### src/hwdt_pkg.sv
package hwdt_pkg;

    // ==========================================================
    // special-function addresses
    localparam logic [7:0] HWDT_SERVICE_ADDR = 8'ha6;
    localparam logic [7:0] HWDT_PRESCALE_ADDR = 8'ha7;

    // ==========================================================
    // service key bytes, first then second
    localparam logic [7:0] HWDT_KEY_FIRST = 8'h1e;
    localparam logic [7:0] HWDT_KEY_SECOND = 8'he1;

    // ==========================================================
    // counter geometry
    localparam int HWDT_COUNT_W = 14;
    localparam logic [HWDT_COUNT_W-1:0] HWDT_COUNT_MAX = 14'h3fff;
    localparam int HWDT_PRESC_W = 7;
    localparam int HWDT_SEL_W = 3;
    localparam logic [HWDT_SEL_W-1:0] HWDT_SEL_RESET = 3'h0;
    localparam logic [7:0] HWDT_READ_ZERO = 8'h00;

    // ==========================================================
    // machine cycle lengths in oscillator periods
    localparam int HWDT_MC_STD = 12;
    localparam int HWDT_MC_X2 = 6;
    localparam int HWDT_MC_W = 4;

    // ==========================================================
    // reset pulse length, in oscillator periods (clk_sys is the
    // oscillator, so one period is one clock cycle)
    localparam int HWDT_RST_PULSE_TOSC = 96;
    localparam int HWDT_RST_PULSE_CYC = HWDT_RST_PULSE_TOSC;
    localparam int HWDT_RST_W = 7;

    // ==========================================================
    // watchdog operating states
    typedef enum logic [1:0] {
        HWDT_DISABLED,
        HWDT_COUNTING,
        HWDT_RESETTING
    } hwdt_state_t;

endpackage

### src/hwdt_machine_cycle.sv
`timescale 1ns/1ps

// ==========================================================
// machine cycle tick generator
module hwdt_machine_cycle #(
    parameter int MC_STD = hwdt_pkg::HWDT_MC_STD,
    parameter int MC_X2 = hwdt_pkg::HWDT_MC_X2,
    parameter int MC_W = hwdt_pkg::HWDT_MC_W
) (
    input wire logic clk_sys,
    input wire logic reset_n,
    input wire logic osc_running,
    input wire logic double_speed_mode,
    output logic mc_tick
);

    logic [MC_W-1:0] div_q;
    logic [MC_W-1:0] last;

    // last phase of a machine cycle depends on the speed mode
    assign last = double_speed_mode ? MC_W'(MC_X2 - 1)
                                    : MC_W'(MC_STD - 1);

    // divider holds still while the oscillator is stopped
    always_ff @(posedge clk_sys) begin
        if (!reset_n) begin
            div_q <= '0;
        end else if (osc_running) begin
            // >= guards a mode switch from 12 down to 6 mid-cycle
            if (div_q >= last) begin
                div_q <= '0;
            end else begin
                div_q <= div_q + MC_W'(1);
            end
        end
    end

    // one pulse per machine cycle, only with the oscillator alive
    assign mc_tick = osc_running && (div_q >= last);

endmodule

### src/hwdt_top.sv
`timescale 1ns/1ps

module hwdt_top #(
    parameter int COUNT_W = hwdt_pkg::HWDT_COUNT_W,
    parameter int PRESC_W = hwdt_pkg::HWDT_PRESC_W,
    parameter int SEL_W = hwdt_pkg::HWDT_SEL_W,
    parameter int RST_PULSE_CYC = hwdt_pkg::HWDT_RST_PULSE_CYC
) (
    input wire logic clk_sys,
    input wire logic reset_n,
    input wire logic osc_running,
    input wire logic double_speed_mode,
    input wire logic sfr_wr,
    input wire logic sfr_rd,
    input wire logic [7:0] sfr_addr,
    input wire logic [7:0] sfr_wdata,
    output logic [7:0] sfr_rdata,
    output logic watchdog_enabled,
    output logic wdt_reset_out,
    output logic wdt_reset_oe_n
);

    // ==========================================================
    // declarations
    hwdt_pkg::hwdt_state_t state_q;
    logic [COUNT_W-1:0] count_q;
    logic [PRESC_W-1:0] presc_q;
    logic [SEL_W-1:0] sel_q;
    logic [hwdt_pkg::HWDT_RST_W-1:0] pulse_q;
    logic key_armed_q;
    logic [7:0] rdata_q;
    logic mc_tick;
    logic svc_wr;
    logic key_done;
    logic presc_mask_hit;
    logic count_tick;
    logic overflow;
    logic [PRESC_W-1:0] presc_mask;

    // ==========================================================
    // machine cycle source
    hwdt_machine_cycle #(
        .MC_STD(hwdt_pkg::HWDT_MC_STD),
        .MC_X2(hwdt_pkg::HWDT_MC_X2),
        .MC_W(hwdt_pkg::HWDT_MC_W)
    ) u_mc (
        .clk_sys(clk_sys),
        .reset_n(reset_n),
        .osc_running(osc_running),
        .double_speed_mode(double_speed_mode),
        .mc_tick(mc_tick)
    );

    // ==========================================================
    // service key decode
    assign svc_wr = sfr_wr && (sfr_addr == hwdt_pkg::HWDT_SERVICE_ADDR);
    assign key_done = svc_wr && key_armed_q
                      && (sfr_wdata == hwdt_pkg::HWDT_KEY_SECOND);

    // first key arms; any other byte written to the service address drops the half-done sequence
    always_ff @(posedge clk_sys) begin
        if (!reset_n) begin
            key_armed_q <= 1'b0;
        end else if (svc_wr) begin
            // a repeated first key simply re-arms
            key_armed_q <= (sfr_wdata == hwdt_pkg::HWDT_KEY_FIRST);
        end
    end

    // ==========================================================
    // prescale select register, software visible
    always_ff @(posedge clk_sys) begin
        if (!reset_n) begin
            sel_q <= hwdt_pkg::HWDT_SEL_RESET;
        end else if (sfr_wr
                     && (sfr_addr == hwdt_pkg::HWDT_PRESCALE_ADDR)) begin
            sel_q <= sfr_wdata[SEL_W-1:0];
        end
    end

    // ==========================================================
    // prescaler: counter steps once per 2^sel machine cycles
    assign presc_mask = PRESC_W'((1 << sel_q) - 1);
    assign presc_mask_hit = ((presc_q & presc_mask) == presc_mask);
    assign count_tick = (state_q == hwdt_pkg::HWDT_COUNTING)
                        && mc_tick && presc_mask_hit;

    // prescaler restarts with every service so the full period applies
    always_ff @(posedge clk_sys) begin
        if (!reset_n) begin
            presc_q <= '0;
        end else if (key_done
                     || state_q != hwdt_pkg::HWDT_COUNTING) begin
            presc_q <= '0;
        end else if (mc_tick) begin
            presc_q <= presc_q + PRESC_W'(1);
        end
    end

    // ==========================================================
    // overflow detect: next step would land on the top value
    assign overflow = count_tick
                      && (count_q + COUNT_W'(1) ==
                          COUNT_W'(hwdt_pkg::HWDT_COUNT_MAX));

    // watchdog counter; no software path reads or loads it
    always_ff @(posedge clk_sys) begin
        if (!reset_n) begin
            count_q <= '0;
        end else if (state_q != hwdt_pkg::HWDT_COUNTING) begin
            count_q <= '0;
        end else if (key_done) begin
            // service wins over a tick in the same cycle
            count_q <= '0;
        end else if (overflow) begin
            count_q <= '0;
        end else if (count_tick) begin
            count_q <= count_q + COUNT_W'(1);
        end
    end

    // ==========================================================
    // operating state
    always_ff @(posedge clk_sys) begin
        if (!reset_n) begin
            state_q <= hwdt_pkg::HWDT_DISABLED;
        end else begin
            unique case (state_q)
                hwdt_pkg::HWDT_DISABLED: begin
                    if (key_done) begin
                        state_q <= hwdt_pkg::HWDT_COUNTING;
                    end
                end
                hwdt_pkg::HWDT_COUNTING: begin
                    // no write turns it off; a service in the same cycle
                    // still rescues a tick that would overflow
                    if (overflow && !key_done) begin
                        state_q <= hwdt_pkg::HWDT_RESETTING;
                    end
                end
                hwdt_pkg::HWDT_RESETTING: begin
                    if (pulse_q == '0) begin
                        state_q <= hwdt_pkg::HWDT_DISABLED;
                    end
                end
            endcase
        end
    end

    // ==========================================================
    // reset pulse length counter
    always_ff @(posedge clk_sys) begin
        if (!reset_n) begin
            pulse_q <= '0;
        end else if (state_q == hwdt_pkg::HWDT_COUNTING
                     && overflow && !key_done) begin
            pulse_q <= hwdt_pkg::HWDT_RST_W'(RST_PULSE_CYC - 1);
        end else if (pulse_q != '0) begin
            pulse_q <= pulse_q - hwdt_pkg::HWDT_RST_W'(1);
        end
    end

    // pin is high while resetting; enable low means driving
    always_ff @(posedge clk_sys) begin
        if (!reset_n) begin
            wdt_reset_out <= 1'b0;
            wdt_reset_oe_n <= 1'b1;
        end else begin
            wdt_reset_out <= (state_q == hwdt_pkg::HWDT_COUNTING
                              && overflow && !key_done)
                             || (state_q == hwdt_pkg::HWDT_RESETTING
                                 && pulse_q != '0);
            wdt_reset_oe_n <= !((state_q == hwdt_pkg::HWDT_COUNTING
                                 && overflow && !key_done)
                                || (state_q == hwdt_pkg::HWDT_RESETTING
                                    && pulse_q != '0));
        end
    end

    // ==========================================================
    // read path: only the prescale select reads back
    always_ff @(posedge clk_sys) begin
        if (!reset_n) begin
            rdata_q <= hwdt_pkg::HWDT_READ_ZERO;
        end else if (sfr_rd
                     && sfr_addr == hwdt_pkg::HWDT_PRESCALE_ADDR) begin
            rdata_q <= {{(8-SEL_W){1'b0}}, sel_q};
        end else begin
            rdata_q <= hwdt_pkg::HWDT_READ_ZERO;
        end
    end

    assign sfr_rdata = rdata_q;

    // status flag for the rest of the device
    always_ff @(posedge clk_sys) begin
        if (!reset_n) begin
            watchdog_enabled <= 1'b0;
        end else begin
            watchdog_enabled <= (state_q == hwdt_pkg::HWDT_COUNTING);
        end
    end

endmodule

### config.mk
export PLATFORM = sky130hd
export DESIGN_NAME = hwdt_top
export DESIGN_NICKNAME = d
export VERILOG_FILES = /design/src/hwdt_pkg.sv /design/src/hwdt_machine_cycle.sv /design/src/hwdt_top.sv
export SDC_FILE = /design/constraint.sdc
export NUM_CORES = 1
export LEC_CHECK = 0
export BUFFER_PORTS_ARGS = -buffer_cell sky130_fd_sc_hd__buf_4
export CORE_ASPECT_RATIO = 1.75
export CORE_MARGIN = 1
export CORE_UTILIZATION = 50
export DETAILED_ROUTE_END_ITERATION = 12
export MAX_ROUTING_LAYER = met4
export PLACE_DENSITY_LB_ADDON = 0.3
export SYNTH_ARGS = -nofsm -noshare
export SYNTH_HDL_FRONTEND = slang
export SYNTH_SLANG_ARGS = --single-unit
### constraint.sdc
create_clock -name clk_sys -period 3.65 [get_ports clk_sys]
set_input_delay 0.9125 -clock clk_sys [delete_from_list [all_inputs] [get_ports clk_sys]]
set_output_delay 0.9125 -clock clk_sys [all_outputs]
set_load 0.01 [all_outputs]
## Yosys cells after proc, flatten, opt, wreduce, memory -nomap -nowiden

Cells that the tools add are included.

- RAM bits: 0
- Latch bits: 0
- Output and inout bits: 11
- Flip-flop bits (word level): 49
- Memories: 0
- Memory bits (read-only): 0

- Mux-type cells: 8
- Eq/ne operators: 12
- $lt $le $gt $ge: 1
- Reduce and logical (&&, ||, !) cells: 26
- Shifts and indexed selects: 1
- Bitwise gates (word level): 2
- Div/mod/pow operators: 0
- $mul: 0
- $add $sub $neg: 5

Operators with widths:

| kind | count |
|---|---|
| $eq A8 B8 Y1 const B | 3 |
| $add A14 B1 Y14 const B | 1 |
| $eq A14 B14 Y1 const B | 1 |
| $mux W7 | 2 |
| $logic_and A1 B1 Y1 | 13 |
| $eq A8 B5 Y1 const B | 1 |
| $mux W4 | 2 |
| $add A7 B1 Y7 const B | 1 |
| $and A7 B7 Y7 | 1 |
| $eq A7 B7 Y1 | 1 |
| $logic_not A7 Y1 | 1 |
| $reduce_bool A7 Y1 | 1 |
| $shl A1 B3 Y7 const A | 1 |
| $sub A7 B1 Y7 const B | 1 |
| $sub A7 B2 Y7 const B | 1 |
| $mux W2 | 3 |
| $pmux W2 S3 | 1 |
| $add A4 B1 Y4 const B | 1 |
| $ge A4 B4 Y1 | 1 |
| $ne A2 B1 Y1 const B | 2 |
| $ne A2 B2 Y1 const B | 2 |
| $reduce_or A2 Y1 | 2 |
| $reduce_or A4 Y1 | 1 |
| $reduce_and A3 Y1 | 1 |
| other kinds (8) | 10 |

## Logic depth before layout (Yosys ltp)

- Depth after elaboration: 10
- Mapped depth: 10
- Gate-level depth less buffers: 8

## Hierarchy

A second synthesis with hierarchy kept.

- Cell total of the unflattened synthesis: 272
- Area, all modules: 2396.0 um^2

Modules (own cells, without submodules):

| module | instances | cells each | area an instance (um^2) | seq. area each (um^2) |
|---|---|---|---|---|
| hwdt_top | 1 | 241 | 2104.5 | 800.8 |
| hwdt_machine_cycle | 1 | 31 | 291.5 | 80.1 |

## Worst setup path before layout

No wires, ideal clock.

- Path kind: input port to flip-flop
- From: input double_speed_mode
- To: register pulse_q[6] (netlist bit)
- Setup time: 0.060 ns
- Buffers on the path: 0
- Path slack: 1.006 ns
- Stages: 8
- Data arrival time: 2.585 ns
- Data required time: 3.590 ns
- Path through: inv_1 -> ha_1 -> nand3_2 -> o22a_1 -> a2111oi_4 -> nand2_2 -> nor4b_4 -> o31a_1

- Word-level cells in the longest chain between the ends: 9

RTL lines:

| what | RTL line | source |
|---|---|---|
| from (decl) | hwdt_top.sv:12 | `input wire logic double_speed_mode,` |
| $mux W4 * | hwdt_machine_cycle.sv:21 | `assign last = double_speed_mode ? MC_W'(MC_X2 - 1)` |
| $ge A4 B4 Y1 * | hwdt_machine_cycle.sv:39 | `assign mc_tick = osc_running && (div_q >= last);` |
| $logic_and A1 B1 Y1 * | hwdt_machine_cycle.sv:39 |  |
| $logic_and A1 B1 Y1 * (2 in series) | hwdt_top.sv:86 | `&& mc_tick && presc_mask_hit;` |
| $logic_and A1 B1 Y1 * | hwdt_top.sv:103 | `&& (count_q + COUNT_W'(1) ==` |
| $logic_and A1 B1 Y1 * (2 in series) | hwdt_top.sv:156 | `&& overflow && !key_done) begin` |
| $mux W7 or $reduce_bool A2 Y1 (tied branches) | - |  |
| to (signal assigned) | hwdt_top.sv:157 | `pulse_q <= hwdt_pkg::HWDT_RST_W'(RST_PULSE_CYC - 1);` |
| to (signal assigned) | hwdt_top.sv:159 | `pulse_q <= pulse_q - hwdt_pkg::HWDT_RST_W'(1);` |
| to (decl) | hwdt_top.sv:29 | `logic [hwdt_pkg::HWDT_RST_W-1:0] pulse_q;` |

Mark *: on every way between the ends. The rest lies on a longest branch, timed or not.
A chain may end at the register's enable or synchronous reset.

## Worst setup path after layout

- From: input double_speed_mode
- To: register count_q[9]

- Word-level cells in the longest chain between the ends: 7

RTL lines:

| what | RTL line | source |
|---|---|---|
| $mux W4 * | hwdt_machine_cycle.sv:21 |  |
| $ge A4 B4 Y1 * | hwdt_machine_cycle.sv:39 |  |
| $logic_and A1 B1 Y1 * | hwdt_machine_cycle.sv:39 |  |
| $logic_and A1 B1 Y1 * (2 in series) | hwdt_top.sv:86 |  |
| $logic_and A1 B1 Y1 | hwdt_top.sv:103 |  |
| $reduce_or A4 Y1 (no line) | - |  |
| to (signal assigned) | hwdt_top.sv:118 | `count_q <= count_q + COUNT_W'(1);` |
| to (decl) | hwdt_top.sv:26 | `logic [COUNT_W-1:0] count_q;` |

Marks and branches as above.

==> out/qor.yml <==
sta:
  tightest_slew_ns: 0.5280
  max_slew_margin_pct: 64.65
  setup_tns_ns: 0
  hold_viol: 0
  finalClockSkew_ns: 0.01567
  final.min_clock_period_ns: 2.811
  max_freq_mhz: 355.7
  final-setup-viol-count: 0
  min_period_over_period_pct: 77.02
  rsz_0062_raised_after_global_routing: "no"
  layout_setup_ws_ns: 0.8388
  final-max-slew-violation-count: 0
  hold_ws_ns: 0.4811
floorplanning:
  floorplan.initialDensity_pct: 53.10
  placeable_core_region_sq_um: 4484
  floorplan.die_area_sq_um: 5053
  dieHeight_microns: 93.29
  io_pins: 33
  site_row_count: 32
  floorplan.die.width_microns: 54.17
worst_hold_path:
  whs_path_depth: 2
  hold_path_class: "reg2reg"
setup_path:
  crit_type: "in2reg"
  required_ns: 3.88
  path_max_fanout: 10
  critPathCaptureType: "flip-flop"
  timing.critical_path.arrival_ns: 3.04
  reg2regPathDepth: 8
  timing.critical_path.from_type: "input port"
synthesis:
  syn-instance-count: 274
  post_synth.cell_area_avg_sq_um: 8.690
  post_synth_instance_area_sq_um: 2381
  ys_seq_area_share_pct: 36.99
  dominantRegCellSynth: "dfxtp_1"
  yosysTopAreaCellShare_pct: 36.99
  synth_async_sr_flop_share_pct: 0
  ys_top_cells_by_area: "dfxtp_1 37%, xor2_1 7.4%, ha_1 6.3%, nor2_1 5.2%, nand4_1 3.4%"
  register_bit_count_reported_by_yosys: 44
  netlist.top_cell.by_area: "dfxtp_1"
  synth-edff-count: 0
  post_synth_num_cell_types: 49
  yosysWarnings: 0
power_and_ir_drop:
  sum_of_internal_switching_and_leakage_power_mw: 0.9608
  total_leakage_power_nw: 1.038
  worst_ir_drop_vdd_v: 0.0002857
  power.share.switching_pct: 19.36
  pwr-share-seq_pct: 50.5
  internal-power_mw: 0.7748
  power.density_nw_per_um2: 353.2
  switchingPower_mw: 0.1860
  comb_power_share_pct: 4.4
  power_frac_clock_pct: 45.1
flow_run:
  max_cap_viol_count: 0
placed_design:
  placement.cell_area_sq_um: 2591
  finalWeightedCongestion: 0.8435
  preCtsSetupSlack_ns: 0.5601
  dp.final_hpwl_microns: 3405
  io_buffers: 27
layout:
  layout-drive-gt1-share_pct: 14.05
  antenna-diode-count: 0
  syn2layout_area_growth_pct: 14.24
  final_nets: 333
  final_design_area_no_fill_sq_um: 2720
detailed_routing:
  routed-via-count: 1957
  postRouteWirelength_microns: 4565
  post_drt_wl_per_cell_microns: 13.04
  drt_first_iter_violations: 37
  dr.pass1.iters: 4
  ant_nets: 0
  viasPerCell: 5.591
  remaining_drc_errors: 0
grt:
  met2_usage_pct: 36.18
  grt.met1_usage_pct: 22.96
  grt_antenna_before_repair: 0
  grt_pass1_wl_microns: 7900
  grt_start_max_net_pins: 20
  grt.total_usage_pct: 21.44
  busiest_layer: "met2"
  grt_overflow: 0
  globalRouteMet3Util_pct: 4.065
  first_global_vias: 1877
cts:
  clock_sink_count: 44
  worst_setup_hold_path_clk_slew_ns: 0.09
  cts-hold-fix-buffers: 0
  clockBufferDepth: 2
  cts_max_level: 2
  tritoncts.num_buffers: 5
  cts.repair_timing.setup_buffer_count: 0
  cts_tree: "done"
  cts.root.buffer_cell: "clkbuf_8"
  clk_latency_worst_skew_pair_ns: 0.31
  postCtsResizedCells: 0
status:
  status: "completed"
critical path, cell delays in order:
cell and delay, ns:
buf_4 0.12, ha_1 0.31, nand3_2 0.09, o22a_1 0.28, a2111oi_4 0.37, buf_4 0.25
nand4b_1 0.17, or3_1 0.38, a21oi_1 0.16
layout by cell type, fill, tap and decap left out, drive strengths merged, types with 5 or more instances in the layout:
| cell type | count |
|---|---|
| dfxtp | 44 |
| nor2 | 33 |
| buf | 29 |
| nand2 | 21 |
| xor2 | 20 |
| nand4 | 13 |
| ha | 12 |
| nand3 | 12 |
| a21oi | 11 |
| inv | 10 |
| and2 | 8 |
| xnor2 | 7 |
| nor3 | 7 |
| o21a | 6 |
| conb | 5 |
| clkbuf | 5 |
through the flow:
step / instances / utilization (%)
floorplan: 278 / -
global placement: 343 / 57.78
detailed placement: 343 / 57.78
CTS: 350 / 60.66
global route: 350 / 60.66
finish: 350 / 60.66
worst paths after layout:
kind	from	slack [ns]	to
hold / removal	key_armed_q	0.48	key_armed_q
setup / recovery	double_speed_mode	0.84	count_q[9]
setup reg to reg	u_mc.div_q[3]	1.23	count_q[9]
hold reg to reg	key_armed_q	0.48	key_armed_q
cells in the mapped netlist, types with 3 or more instances:
cell type	count
xnor2_1	7
mux2i_1	4
nand4b_1	3
dfxtp_1	44
o21ai_0	3
nor4_1	3
and3_1	4
a21oi_1	11
nor3_1	7
nor2b_1	4
nand3_1	11
ha_1	12
xor2_1	20
clkbuf_1	5
buf_2	3
o21a_1	6
inv_1	10
and4_1	3
nand4_1	13
and2_1	7
buf_4	7
nand2_1	20
a21o_1	3
nor2_1	33
power by group through the flow:
stage | clock network (mW) | logic (mW) | registers [mW]
2_1_floorplan | 0 | 0.0252 | 0.496
3_3_place_gp | 0 | 0.0411 | 0.496
3_5_place_dp | 0 | 0.0425 | 0.496
4_1_cts | 0.442 | 0.0426 | 0.485
5_1_grt | 0.462 | 0.0480 | 0.486
6_report | 0.433 | 0.0423 | 0.485
routing by layer:
metal  wire (microns)  share of wire [%]
met5                0                  0
met4              119                2.6
met3              201                4.4
met2             2472                 54
met1             1772                 39
state kept, by name, summed over array words and instances, names as in the netlist:
register / count
wdt_reset_out: 1
presc_q: 7
sfr_rdata: 3
key_armed_q: 1
u_mc.div_q: 4
count_q: 14
pulse_q: 7
sel_q: 3
state_q: 2
wdt_reset_oe_n: 1
watchdog_enabled: 1
cell type report:
cell class / count / area, sq um
multi-input cells: 209 / 1391
clock inverters: 2 / 60.06
fillers: 411 / 1764
well taps: 51 / 63.81
repair buffers: 29 / 217.7
flip-flops and latches: 44 / 880.8
clock buffers: 5 / 68.82
inverters: 10 / 37.54
logic make-up (layout without fill, tap and decap cells):
family                     Yosys count  count (layout)  share of synthesized area [%]
other                                1               5                         0.1575
AOI/OAI and AO/OA                   36              36                          10.67
adders and majority gates           12              12                          6.306
xor gates and xnor gates            27              27                          9.932
and+or+nand+nor                    125             125                          29.06
muxes                                4               4                          1.682
DFF                                 44              44                          36.99
buffers and inverters               25              46                          5.202
Power figures use the tool's default switching activity.
